===== config.mk =====
export PLATFORM = sky130hd
export DESIGN_NAME = rxf_framer
export DESIGN_NICKNAME = d
export VERILOG_FILES = /design/src/logic/rxf_framer.v
export VERILOG_INCLUDE_DIRS = /design/src /design/src/inc
export SDC_FILE = /design/constraint.sdc
export NUM_CORES = 1
export LEC_CHECK = 0
export BUFFER_PORTS_ARGS = -buffer_cell sky130_fd_sc_hd__buf_4
export CORE_MARGIN = 1.5
export CORE_UTILIZATION = 61
export CTS_CLUSTER_SIZE = 30
export DETAILED_ROUTE_END_ITERATION = 7
export HOLD_SLACK_MARGIN = 0.12
export PLACE_DENSITY_LB_ADDON = 0.15
export SYNTH_ARGS = -nofsm -noshare
export SYNTH_HDL_FRONTEND = slang
export SYNTH_SLANG_ARGS = --single-unit

===== constraint.sdc =====
create_clock -name mclk -period 10.8 [get_ports mclk]
set_input_delay 1.08 -clock mclk [delete_from_list [all_inputs] [get_ports mclk]]
set_output_delay 1.08 -clock mclk [all_outputs]
set_load 0.02 [all_outputs]

===== src/inc/rxf_defs.vh =====
// constants for the receive indication framer
`ifndef RXF_DEFS_VH
`define RXF_DEFS_VH

`define RXF_START_DELIM 8'h7E
`define RXF_TYPE_STD 8'h90
`define RXF_TYPE_EXP 8'h91
`define RXF_OPT_ACK 8'h01
`define RXF_OPT_BCAST 8'h02
`define RXF_OPT_ENC 8'h20
`define RXF_OPT_ENDDEV 8'h40
`define RXF_OPT_NONE 8'h00
`define RXF_CSUM_BASE 8'hFF
// header bytes after the length field, excluding payload
`define RXF_HDR_STD 16'h000C
`define RXF_HDR_EXP 16'h0012
// last header byte index counted from the frame-type byte
`define RXF_LAST_HDR_STD 5'h0B
`define RXF_LAST_HDR_EXP 5'h11
`define RXF_SEL_EXP 1'b1
// header byte positions counted from the frame-type byte
`define RXF_P_TYPE 5'h00
`define RXF_P_A64_0 5'h01
`define RXF_P_A64_1 5'h02
`define RXF_P_A64_2 5'h03
`define RXF_P_A64_3 5'h04
`define RXF_P_A64_4 5'h05
`define RXF_P_A64_5 5'h06
`define RXF_P_A64_6 5'h07
`define RXF_P_A64_7 5'h08
`define RXF_P_A16_HI 5'h09
`define RXF_P_A16_LO 5'h0A
`define RXF_P_OPT_SEP 5'h0B
`define RXF_P_DEP 5'h0C
`define RXF_P_CLU_HI 5'h0D
`define RXF_P_CLU_LO 5'h0E
`define RXF_P_PRO_HI 5'h0F
`define RXF_P_PRO_LO 5'h10
`define RXF_P_OPT_EXP 5'h11
`define RXF_P_STEP 5'h01

`endif


===== src/logic/rxf_framer.v =====
// receive indication framer: rf packet in, framed byte stream out
`timescale 1ns/1ns
`include "rxf_defs.vh"

// How it works
// format select 0 gives a standard frame, type byte 0x90
// format select 1 gives an explicit frame, type byte 0x91
// envelope: 0x7E, length msb first, body, one checksum byte
// standard frame: 64-bit source address bytes 4-11, msb first
// both formats: 16-bit network address bytes 12-13, msb first
// standard byte 14 options: ack, broadcast, encrypted, end device
// applicable option flags are ORed into one byte
// standard frame payload follows in order from byte 15
// explicit frame: 64-bit source address bytes 4-11, msb first
// explicit frame: source endpoint byte 14, destination byte 15
// explicit: cluster id bytes 16-17, profile id 18-19, msb first
// explicit options at byte 20 without end-device flag; payload 21 on
// length counts frame-type byte through last payload byte
// checksum is 0xFF minus low byte of the summed body bytes
module rxf_framer #(
    parameter LEN_W = 16
) (
    input wire mclk,
    input wire rst_n,
    input wire rx_indicator_format_select,
    // packet header, sampled with pkt_start
    input wire pkt_start,
    output wire pkt_start_ready,
    input wire [63:0] src_addr64,
    input wire [15:0] src_addr16,
    input wire [7:0] src_endpoint,
    input wire [7:0] dst_endpoint,
    input wire [15:0] cluster_id,
    input wire [15:0] profile_id,
    input wire opt_ack,
    input wire opt_bcast,
    input wire opt_enc,
    input wire opt_enddev,
    input wire [LEN_W-1:0] pay_len,
    // payload stream
    input wire pay_valid,
    input wire [7:0] pay_data,
    output wire pay_ready,
    // framed byte stream toward the serial link
    output reg out_valid,
    output reg [7:0] out_data,
    output reg out_last,
    input wire out_ready
);

// ======================================================
// state machine
localparam [5:0] S_IDLE = 6'b000001;
localparam [5:0] S_DELIM = 6'b000010;
localparam [5:0] S_LEN = 6'b000100;
localparam [5:0] S_HDR = 6'b001000;
localparam [5:0] S_PAY = 6'b010000;
localparam [5:0] S_CSUM = 6'b100000;

reg [5:0] state;
reg [5:0] next_state;
reg expl;
reg [63:0] a64;
reg [15:0] a16;
reg [7:0] sep;
reg [7:0] dep;
reg [15:0] clu;
reg [15:0] pro;
reg [7:0] opts;
reg [LEN_W-1:0] plen;
reg [LEN_W-1:0] pcnt;
reg [4:0] idx;
reg len_lo;
reg [7:0] sum;
reg [LEN_W-1:0] body_len;
reg [7:0] cur_byte;
reg cur_valid;
reg cur_last;
reg [7:0] hdr_byte;
reg [7:0] opt_byte;
reg [7:0] csum_byte;

wire slot_free;
wire take;
wire [4:0] last_hdr;
wire hdr_take;
wire [7:0] a64_lane [0:7];

// output stage is one register; it refills when empty or being taken
assign slot_free = !out_valid || out_ready;
assign take = cur_valid && slot_free;
assign pkt_start_ready = (state == S_IDLE);
assign hdr_take = (state == S_IDLE) && pkt_start;
// payload is only asked for when the output slot can take it
assign pay_ready = (state == S_PAY) && slot_free;
assign last_hdr = expl ? `RXF_LAST_HDR_EXP : `RXF_LAST_HDR_STD;

// ======================================================
// options byte
always @* begin
    opt_byte = `RXF_OPT_NONE;
    if (opt_ack) begin
        opt_byte = opt_byte | `RXF_OPT_ACK;
    end
    if (opt_bcast) begin
        opt_byte = opt_byte | `RXF_OPT_BCAST;
    end
    if (opt_enc) begin
        opt_byte = opt_byte | `RXF_OPT_ENC;
    end
    // explicit frames never report the end-device flag
    if (opt_enddev && (rx_indicator_format_select != `RXF_SEL_EXP)) begin
        opt_byte = opt_byte | `RXF_OPT_ENDDEV;
    end
end

// ======================================================
// source address byte lanes, lane 0 is sent first
// lanes keep the wire order out of the byte mux
genvar g;
generate
    for (g = 0; g < 8; g = g + 1) begin : g_lane
        assign a64_lane[g] = a64[63-8*g -: 8];
    end
endgenerate

// ======================================================
// header byte selection, idx 0 is the frame-type byte
always @* begin
    hdr_byte = `RXF_OPT_NONE;
    case (idx)
        `RXF_P_TYPE: begin
            hdr_byte = expl ? `RXF_TYPE_EXP : `RXF_TYPE_STD;
        end
        `RXF_P_A64_0: hdr_byte = a64_lane[0];
        `RXF_P_A64_1: hdr_byte = a64_lane[1];
        `RXF_P_A64_2: hdr_byte = a64_lane[2];
        `RXF_P_A64_3: hdr_byte = a64_lane[3];
        `RXF_P_A64_4: hdr_byte = a64_lane[4];
        `RXF_P_A64_5: hdr_byte = a64_lane[5];
        `RXF_P_A64_6: hdr_byte = a64_lane[6];
        `RXF_P_A64_7: hdr_byte = a64_lane[7];
        `RXF_P_A16_HI: hdr_byte = a16[15:8];
        `RXF_P_A16_LO: hdr_byte = a16[7:0];
        `RXF_P_OPT_SEP: hdr_byte = expl ? sep : opts;
        `RXF_P_DEP: hdr_byte = dep;
        `RXF_P_CLU_HI: hdr_byte = clu[15:8];
        `RXF_P_CLU_LO: hdr_byte = clu[7:0];
        `RXF_P_PRO_HI: hdr_byte = pro[15:8];
        `RXF_P_PRO_LO: hdr_byte = pro[7:0];
        `RXF_P_OPT_EXP: hdr_byte = opts;
        default: hdr_byte = `RXF_OPT_NONE;
    endcase
end

// ======================================================
// envelope arithmetic
// length wraps if pay_len plus header overflows; the source keeps it short
always @* begin
    body_len = plen + (expl ? `RXF_HDR_EXP : `RXF_HDR_STD);
    csum_byte = `RXF_CSUM_BASE - sum;
end

// ======================================================
// byte producer
always @* begin
    cur_byte = `RXF_OPT_NONE;
    cur_valid = 1'b0;
    cur_last = 1'b0;
    next_state = state;
    case (state)
        S_IDLE: begin
            if (pkt_start) begin
                next_state = S_DELIM;
            end
        end
        S_DELIM: begin
            cur_byte = `RXF_START_DELIM;
            cur_valid = 1'b1;
            if (slot_free) begin
                next_state = S_LEN;
            end
        end
        S_LEN: begin
            cur_byte = len_lo ? body_len[7:0] : body_len[15:8];
            cur_valid = 1'b1;
            if (slot_free && len_lo) begin
                next_state = S_HDR;
            end
        end
        S_HDR: begin
            cur_byte = hdr_byte;
            cur_valid = 1'b1;
            // an empty payload goes straight to the checksum
            if (slot_free && idx == last_hdr) begin
                next_state = (plen == {LEN_W{1'b0}}) ? S_CSUM : S_PAY;
            end
        end
        S_PAY: begin
            cur_byte = pay_data;
            // a gap on pay_valid just leaves the output slot empty
            cur_valid = pay_valid;
            if (take && pcnt == plen - 1'b1) begin
                next_state = S_CSUM;
            end
        end
        S_CSUM: begin
            cur_byte = csum_byte;
            cur_valid = 1'b1;
            cur_last = 1'b1;
            if (slot_free) begin
                next_state = S_IDLE;
            end
        end
        default: next_state = S_IDLE;
    endcase
end

// ======================================================
// state register
always @(posedge mclk or negedge rst_n) begin
    if (!rst_n) begin
        state <= S_IDLE;
    end else begin
        state <= next_state;
    end
end

// ======================================================
// packet header capture
always @(posedge mclk or negedge rst_n) begin
    if (!rst_n) begin
        expl <= 1'b0;
        a64 <= 64'h0000_0000_0000_0000;
        a16 <= 16'h0000;
        sep <= 8'h00;
        dep <= 8'h00;
        clu <= 16'h0000;
        pro <= 16'h0000;
        opts <= 8'h00;
        plen <= {LEN_W{1'b0}};
    end else if (hdr_take) begin
        // format latched per packet so a mid-frame change is harmless
        // flags folded into one byte here, so they may drop after the take
        expl <= rx_indicator_format_select;
        a64 <= src_addr64;
        a16 <= src_addr16;
        sep <= src_endpoint;
        dep <= dst_endpoint;
        clu <= cluster_id;
        pro <= profile_id;
        opts <= opt_byte;
        plen <= pay_len;
    end
end

// ======================================================
// frame position counters and running body sum
always @(posedge mclk or negedge rst_n) begin
    if (!rst_n) begin
        pcnt <= {LEN_W{1'b0}};
        idx <= `RXF_P_TYPE;
        len_lo <= 1'b0;
        sum <= 8'h00;
    end else if (hdr_take) begin
        // cleared at every take so a frame never inherits old counts
        pcnt <= {LEN_W{1'b0}};
        idx <= `RXF_P_TYPE;
        len_lo <= 1'b0;
        sum <= 8'h00;
    end else if (take) begin
        if (state == S_LEN) begin
            len_lo <= 1'b1;
        end
        if (state == S_HDR) begin
            idx <= idx + `RXF_P_STEP;
        end
        if (state == S_PAY) begin
            pcnt <= pcnt + 1'b1;
        end
        // delimiter and length bytes stay out of the sum
        if (state == S_HDR || state == S_PAY) begin
            sum <= sum + cur_byte;
        end
    end
end

// ======================================================
// output stage
always @(posedge mclk or negedge rst_n) begin
    if (!rst_n) begin
        out_valid <= 1'b0;
        out_data <= 8'h00;
        out_last <= 1'b0;
    end else if (slot_free) begin
        // a stalled byte holds until the sink takes it
        out_valid <= cur_valid;
        out_data <= cur_byte;
        out_last <= cur_last;
    end
end

endmodule // rxf_framer


# Word level (Yosys, flattened, before mapping)
# Cells that the tools add are included.
[totals] reg_bits=199 inputBits=162 wordCells=111
[op_classes] addsub=6 n_eq_ne=31 n_mux=33 bitwise_logic=1 reduce_logical=23
[ops] op="8-bit case mux with 18 select lines" n=1
[ops] op="16-bit two-way mux" n=3
[ops] op="6-bit two-way mux" n=8
[ops] op="5-bit by 4-bit equality test with 1-bit output, second input constant" n=8
[ops] op="8-bit two-way mux" n=5
[ops] op="8-bit case mux with 5 select lines" n=1
[ops] op="6-bit case mux with 6 select lines" n=1
[ops] op="5-bit two-way mux" n=5
[ops] op="5-bit by 3-bit equality test with 1-bit output, second input constant" n=4
[ops] op="16-bit by 1-bit adder with 16-bit output, second input constant" n=1
[ops] op="16-bit by 5-bit adder with 16-bit output" n=1
[ops] op="16-bit equality test" n=1
[ops] op="16-bit zero test" n=1
[ops] op="16-bit by 1-bit subtractor with 16-bit output, second input constant" n=1
[ops] op="5-bit by 2-bit equality test with 1-bit output, second input constant" n=2
[ops] op="5-bit equality test, second input constant" n=2
[ops] op="2-bit inequality test, second input constant" n=5
[ops] op="2-bit nonzero test" n=5
[ops] op="8-bit adder" n=1
[ops] op="2-bit AND reduction" n=4
[ops] op="8-bit subtractor, first input constant" n=1
[ops] op="1-bit logical AND" n=7
[ops] op="7-bit two-way mux" n=1
[ops] op="6-bit by 1-bit equality test with 1-bit output, second input constant" n=1
[ops] op="other kinds (18)" n=24

# Depth between registers and ports, before layout
# Gate-level depths: netlist (run 1).
[depth] depth_word=8 depth_mapped=20 mapped_depth_nobuf=19

# Worst setup path before layout (run 1)
# No wires, ideal clock.
[synth_timing] path_type="reg2reg" from="register idx[3]" to="register sum[6]" arrival_time_ns=3.832 t_required_ns=10.669 setup_slack_ns=6.837 path_stages_with_launch=21 path_buffers=4 synth_period_minus_slack_ns=3.963 cell_sequence="dfrtp_1 -> buf_2 -> buf_1 -> buf_1 -> and3_1 -> ha_1 -> buf_1 -> nand2_1 -> nand4_1 -> a2111oi_0 -> nand4_1 -> a211o_1 -> ha_1 -> fa_1 -> a21o_1 -> a21o_1 -> a21oi_1 -> nor2_1 -> nor2_1 -> xor2_1 -> o21ai_0"
[synth_via] elab_chain_cells=7 word_cells_on_any_way=24 classes_between="add/sub: 1; eq/ne: 17; mux: 5; reduce/logical: 1"
[synth_rtl] item="start: declaration" line="rxf_framer.v:72" rtl="reg [4:0] idx;"
[synth_rtl] item="start signal: assignment" line="rxf_framer.v:262" rtl="idx <= `RXF_P_TYPE;"
[synth_rtl] item="start signal: assignment" line="rxf_framer.v:268" rtl="idx <= `RXF_P_TYPE;"
[synth_rtl] item="start signal: assignment" line="rxf_framer.v:276" rtl="idx <= idx + `RXF_P_STEP;"
[synth_rtl] item="5-bit equality test (tied with other cells)" line="rxf_framer.v:131" rtl="case (idx)"
[synth_rtl] item="8-bit case mux with 18 select lines (*)" line="rxf_framer.v:131"
[synth_rtl] item="8-bit case mux with 5 select lines (*)" line="rxf_framer.v:171" rtl="case (state)"
[synth_rtl] item="via cur_byte[0]" line="rxf_framer.v:76" rtl="reg [7:0] cur_byte;"
[synth_rtl] item="8-bit adder (*)" line="rxf_framer.v:283" rtl="sum <= sum + cur_byte;"
[synth_rtl] item="8-bit two-way mux (*)" line="rxf_framer.v:282" rtl="if (state == S_HDR || state == S_PAY) begin"
[synth_rtl] item="8-bit two-way mux (*)" line="rxf_framer.v:271" rtl="end else if (take) begin"
[synth_rtl] item="8-bit two-way mux (*)" line="rxf_framer.v:265" rtl="end else if (hdr_take) begin"
[synth_rtl] item="end signal: assignment" line="rxf_framer.v:283"
[synth_rtl] item="end: declaration" line="rxf_framer.v:74" rtl="reg [7:0] sum;"
# Mark *: on every way through the listed nets, which the timed path passes. The rest lies on a longest branch. The select of a mux whose other input is x is not followed.
# A chain may end at the register's enable or synchronous reset.

# Worst setup path after layout (run 1)
[layout_timing] from="register idx[3]" to="register sum[7]"
# The elaborated chain is that of the path after synthesis.

==> flow_summary.ini, run 1 <==
[setup_path]
crit_path_cell_trace = buf_4 -> nor2b_1 -> nand2_1 -> o21ai_0 -> a31oi_1 -> nand3_1 -> nor3_1 -> o211ai_1 -> ha_1 -> a21oi_1 -> o21ai_0 -> a21oi_1 -> o21bai_1 -> a21oi_1 -> xnor2_1 -> nor3_1 -> o21bai_1
critPathLaunchType = register
crit_path_top_delay_cell = nor2b_1
cpPeakStageDelay_ns = 0.66
crit_required_ns = 11.13
critPathKind = register to register
cp_common_cell = a21oi_1
arrival_ns = 4.74
cp_max_fo = 19
end_kind = register

[power]
power_mw = 3.049
leakage_nw = 6.114
powerDensity_nw_per_um2 = 247.2
ir_drop_uv = 312.7

[timing]
rsz0062_at_grt = no
slew_headroom_pct = 28.87
worst_hold_slack_ns = 0.4753
min_period_over_period_pct = 40.80
post-route-min-period_ns = 4.407
setup_viol = 0
setup_ws_ns = 6.393
hold_viol_final = 0
final_max_slew_viol_count = 0
skew_ns = 0.01079
finalSetupTns_ns = 0
tightest_slew_ns = 1.067
fmax_mhz = 226.9

[cts]
cts_buffer_depth = 2
hold_buffers = 0
cts-root-buf = clkbuf_16
cts.sinks = 195
cts_htree_levels = 4
clock_latency_ns = 0.44
clkTransAtPathRegs_ns = 0.08
cts_made_buffers = 17
cts_tree = yes
post_cts_buffers = 0
cts_resized = 0

[finish]
final_layout_size_suffix_gt1_share_pct = 17.53
antenna_cells = 0
final_nets = 1544
n_fill_cell = 1306
instances_no_fill = 1595
syn2layout_area_growth_pct = 18.63

[placement]
dp_hpwl_um = 21140
dp_slack_ns = 6.510
routabilityCongestion = 0.9470
placed_cells = 1563
io_buffers = 173

[global_routing]
grt_pass1_vias = 9195
overflow = 0
grt_pass1_wl_um = 47670
grt_usage_pct = 34.29
grt_max_degree = 130
antenna_found_initial = 0

[drt]
drc = 0
antenna_left = 0
first_iter_violations = 935
routed_wirelength_um = 29460
viasPerCell = 5.908
wire_per_inst_um = 18.47
first_pass_iters = 8
vias = 9423

[yosys]
yosys.area.top_type = dfrtp_1
async_reset_ff_share_pct = 100.0
yosys.area.top_type_share_pct = 46.69
yosys.cell_types.count = 67
synthTopCellsByArea = dfrtp_1 47%, nand2_1 17%, xnor2_1 2.4%, o21ai_0 2.4%, clkbuf_1 2.3%
yosysWarnings = 0
synthCells = 1240
ys_ff_latch = 195
synth_area_um2 = 10400
synth_ff_type = dfrtp_1
syn_nets = 1422
syn_avg_cell_area_um2 = 8.385
ys_seq_area_share_pct = 46.94
synth-edff-count = 0

[floorplanning]
die-area_um2 = 17840
core_um2 = 16640
io_pins = 174
start_util_pct = 62.48
num_rows = 47
die_x_um = 133.6
die_h_um = 133.6

[worst_hold_path]
hold_path.class = register to register

[status]
outcome = finished clean

[job]
maxCapViolCount = 0
registers in the layout (all words and copies together) (netlist names), 4 cells and up:
register and count:
a16 16, a64 64, clu 16, dep 8, idx 5, opts 4
out_data 8, pcnt 16, plen 16, pro 16, sep 8, state 6
sum 8
final cells by class:
type	count	area [um^2]	share of cell area (%)
clock buffer	17	425.4	3.449
timing repair buffer	179	1350	10.95
tap	220	275.3	2.232
clock inverter	15	180.2	1.461
multi-input combinational	946	5136	41.64
inverter	23	86.33	0.6999
sequential	195	4881	39.57
cells in the final DEF, fill, tap and decap left out, types with 6 or more instances in the layout:
cell,count
mux2i_1,20
and3_1,10
a32oi_1,9
nand4_1,21
buf_4,178
nand3b_1,6
o211ai_1,11
a221oi_1,7
mux2_2,12
inv_1,21
ha_1,18
nor3_1,12
a21oi_1,28
nor4_1,6
a22oi_1,10
nor2_1,54
nand2_1,479
nand3_1,38
dfrtp_1,194
a21o_1,6
o21ai_0,50
xor2_1,24
o22ai_1,7
clkinv_8,6
clkbuf_16,17
nor2b_1,18
xnor2_1,29
per-layer routing:
metal	track usage (%)	up-vias	part of all wire, %
li1	-	4397	-
met1	45.77	4547	42
met2	57.57	403	50
met3	5.251	76	5.7
met4	11.78	0	3.1
met5	0	-	0
critical path, delay by kind of cell, from the launching register on:
family                     cells  cell delay [ns]
and+or+nand+nor                5             1.18
DFF                            1             0.64
adders and majority gates      1             0.31
buffers and inverters          1             0.36
AOI/OAI and AO/OA              9             1.66
xor gates and xnor gates       1             0.15
where the power goes:
group	internal, mW	total, mW	switching [mW]
logic	0.426	1.11	0.685
registers	1.02	1.30	0.279
clock network	0.314	0.635	0.321
metrics by stage:
step | area (um^2) | utilization [%]
final | 12330 | 74.11
after global routing | 12330 | 74.11
after CTS | 12330 | 74.11
after detailed placement | 11730 | 70.48
after global placement | 11730 | 70.48
after floorplan | 10400 | -
cells by family after synthesis:
kind of cell               Yosys count  synth area share [%]
xor gates and xnor gates            53                 4.464
DFF                                195                 46.94
adders and majority gates           20                 2.551
AOI/OAI and AO/OA                  167                 10.78
and+or+nand+nor                    670                 27.41
muxes                               36                 4.091
buffers and inverters               99                 3.754
final timing paths:
check	startpoint	endpoint	slack [ns]	cells after the start
min reg2reg	a16[7]$_DFFE_PN0P_	a16[7]$_DFFE_PN0P_	0.48	2
min	a16[7]$_DFFE_PN0P_	a16[7]$_DFFE_PN0P_	0.48	2
max in group asynchronous	rst_n	a64[3]$_DFFE_PN0P_	8.55	2
max	idx[3]$_DFFE_PN0P_	sum[7]$_DFFE_PN0P_	6.39	17
min in group asynchronous	rst_n	pcnt[6]$_DFFE_PN0P_	0.77	1
max reg2reg	idx[3]$_DFFE_PN0P_	sum[7]$_DFFE_PN0P_	6.39	17
Yosys cell counts, types with 3 or more instances:
master	n
mux2_2	12
o21bai_1	4
nand2b_1	4
ha_1	18
nand3_1	38
a32oi_1	9
o32ai_1	3
buf_1	7
nor3b_1	3
nor2_1	54
mux4_2	4
a22o_1	3
and3_1	10
nand3b_1	6
xor2_1	24
o22ai_1	7
nor4_1	6
a221oi_1	7
a31oi_1	4
nand4_1	21
dfrtp_1	194
o211ai_1	11
a22oi_1	10
a21o_1	6
a21oi_1	28
nand2_1	480
inv_1	21
a211oi_1	4
clkbuf_1	64
nor2b_1	18
a311oi_1	3
mux2i_1	20
and2_1	4
buf_2	3
o21ai_0	50
nor3_1	12
xnor2_1	29
(Power assumes the default switching activity.)
==> inputs of run 2 (changes only) <==
--- a/config.mk
+++ b/config.mk
@@ -6,9 +6,10 @@
 export SDC_FILE = /design/constraint.sdc
 export NUM_CORES = 1
 export LEC_CHECK = 0
+export ABC_AREA = 1
 export BUFFER_PORTS_ARGS = -buffer_cell sky130_fd_sc_hd__buf_4
 export CORE_MARGIN = 1.5
-export CORE_UTILIZATION = 61
+export CORE_UTILIZATION = 57
 export CTS_CLUSTER_SIZE = 30
 export DETAILED_ROUTE_END_ITERATION = 7
 export HOLD_SLACK_MARGIN = 0.12
==> constraint.sdc (replaced) <==
create_clock -name mclk -period 4.3 [get_ports mclk]
set_input_delay 0.43 -clock mclk [delete_from_list [all_inputs] [get_ports mclk]]
set_output_delay 0.43 -clock mclk [all_outputs]
set_load 0.02 [all_outputs]
==> flow_summary.ini, run 2 <==
[timing]
hold_viol_final = 0
final_max_slew_viol_count = 0
post-route-min-period_ns = 3.614
fmax_mhz = 276.7
tightest_slew_ns = 0.9163
finalSetupTns_ns = 0
slew_headroom_pct = 38.91
min_period_over_period_pct = 84.05
rsz0062_at_grt = no
skew_ns = 0.01169
setup_viol = 0

[cts]
clock_latency_ns = 0.45
cts-root-buf = clkbuf_16
cts_htree_levels = 4
clkTransAtPathRegs_ns = 0.08
cts_made_buffers = 17
cts_resized = 0
cts.sinks = 195
cts_buffer_depth = 2
cts_tree = yes
hold_buffers = 0
post_cts_buffers = 0

[yosys]
yosys.area.top_type_share_pct = 45.56
synth_xor_area_share_pct = 2.712
synth_area_um2 = 10660
synthCells = 1447
async_reset_ff_share_pct = 100.0
synth_ff_type = dfrtp_1
syn_avg_cell_area_um2 = 7.365
yosys.cell_types.count = 47
synthMuxAreaShare_pct = 0
yosys.area.top_type = dfrtp_1
synthTopCellsByArea = dfrtp_1 46%, nand2_1 21%, inv_1 4.3%, nand3_1 3.9%, o21ai_0 3.2%
synth_fa_ha_area_share_pct = 2.489
yosysMostFrequentCell = nand2_1
syn_nets = 1629
synth_common_cells = 606 x nand2_1, 194 x dfrtp_1, 122 x inv_1
synth-edff-count = 0
ys_ff_latch = 195
synth_compound_area_share_pct = 8.935
synth-simple-area-share_pct = 33.16
synth_top_family_by_area = simple AND/OR/NAND/NOR gates
ys_seq_area_share_pct = 45.80
yosysWarnings = 0

[finish]
largest_register = a64
mostFrequentLayoutCells = 606 x nand2_1, 194 x dfrtp_1, 181 x buf_4, 122 x inv_1, 84 x nor2_1
largest_register_ffs = 64
antenna_cells = 0
syn2layout_area_growth_pct = 19.73
final_nets = 1781
layout_commonest_cell = nand2_1
final_layout_size_suffix_gt1_share_pct = 16.07

[floorplanning]
start_util_pct = 58.72
io_pins = 174
core_um2 = 18150
die_x_um = 139.7
die-area_um2 = 19520
num_rows = 49
die_h_um = 139.7

[setup_path]
critPathKind = register to register
critPathLaunchType = register
r2r_end = sum[5]$_DFFE_PN0P_
end_kind = register
r2r_slack_ns = 0.69
cp_max_fo = 14
r2r_cells = 21
arrival_ns = 3.94
worstReg2RegStart = expl$_DFFE_PN0P_
crit_required_ns = 4.63

[global_routing]
grt_usage_pct = 33.75
grt_max_degree = 109
overflow = 0
antenna_found_initial = 0
grt_pass1_vias = 9914
grt_pass1_wl_um = 51410

[drt]
first_iter_violations = 880
drc = 8
vias = 10211
routed_wirelength_um = 31860
first_pass_iters = 8
antenna_left = 0
viasPerCell = 5.546
wire_per_inst_um = 17.31

[placement]
io_buffers = 173
dp_hpwl_um = 23700
routabilityCongestion = 1.011

[power]
ir_drop_uv = 300.2
powerDensity_nw_per_um2 = 624.4
leakage_nw = 6.657
power_mw = 7.966

[job]
maxCapViolCount = 0

[worst_hold_path]
hold_path.class = primary input to async pin

[status]
outcome = complete, but fails checks
violations = DRC
run 2: area by class of cell:
cell class | instances | area (um^2)
tap | 229 | 286.5
sequential | 195 | 4881
timing repair buffer | 184 | 1413
clock buffer | 17 | 425.4
fill | 1575 | 5389
inverter | 134 | 509.2
clock inverter | 15 | 198.9
multi-input combinational | 1067 | 5045
run 2: kinds of logic (layout without fill, tap and decap cells):
logic type	count (synthesis)	count (layout)
xor gates and xnor gates	33	33
buffers and inverters	185	350
DFF	195	195
adders and majority gates	20	20
and+or+nand+nor	854	854
AOI/OAI and AO/OA	160	160
run 2: worst max-delay path: stages, from the launching register on:
cell and delay, ns:
dfrtp_1 0.44, buf_4 0.23, inv_1 0.12, ha_1 0.38
nand3_1 0.09, nand2_1 0.09, nand2_1 0.08, a21oi_1 0.23
nand2_1 0.12, xor2_1 0.16, nand2_1 0.06, nand2_1 0.07
nand3_1 0.13, ha_1 0.36, nand2_1 0.08, nand2_1 0.04
a31oi_1 0.29, inv_1 0.07, a21oi_1 0.12, o21ai_0 0.10
xnor2_1 0.15, o22ai_1 0.08
run 2: where the power goes:
group | internal [mW] | switching, mW
Combinational | 1.05 | 2.07
Clock | 0.807 | 0.878
Sequential | 2.58 | 0.585
run 2: worst max-delay path by stage:
| stage | start | endpoint | slack [ns] |
|---|---|---|---|
| after global placement | idx[1]$_DFFE_PN0P_ | sum[6]$_DFFE_PN0P_ | 0.76 |
| after detailed placement | expl$_DFFE_PN0P_ | sum[5]$_DFFE_PN0P_ | 0.73 |
| after CTS | expl$_DFFE_PN0P_ | sum[5]$_DFFE_PN0P_ | 0.69 |
| after global routing | expl$_DFFE_PN0P_ | sum[6]$_DFFE_PN0P_ | 0.29 |
| final | expl$_DFFE_PN0P_ | sum[5]$_DFFE_PN0P_ | 0.69 |
| after floorplan | expl$_DFFE_PN0P_ | sum[6]$_DFFE_PN0P_ | 1.08 |
run 2: metal layers:
layer | global-route usage [%] | part of all wire, % | up-vias
met1 | 46.50 | 43 | 4795
met2 | 54.80 | 47 | 435
met4 | 9.972 | 2.5 | 0
met3 | 6.160 | 7.3 | 67
met5 | 0 | 0 | -
li1 | - | - | 4914
run 2: metrics by stage:
| step | hold WS [ns] | setup slack [ns] | instance area (um^2) | std cells | utilization, % |
|---|---|---|---|---|---|
| finish | 0.08045 | 0.6859 | 12760 | 1841 | 70.30 |
| global route | 0.1553 | 0.2910 | 12760 | 1841 | 70.30 |
| CTS | 0.1307 | 0.6914 | 12760 | 1841 | 70.30 |
| detailed placement | 0.4667 | 0.7286 | 12130 | 1809 | 66.86 |
| global placement | 0.4638 | 0.7623 | 12130 | 1809 | 66.86 |
| floorplan | 0.1344 | 1.085 | 10660 | 1447 | - |
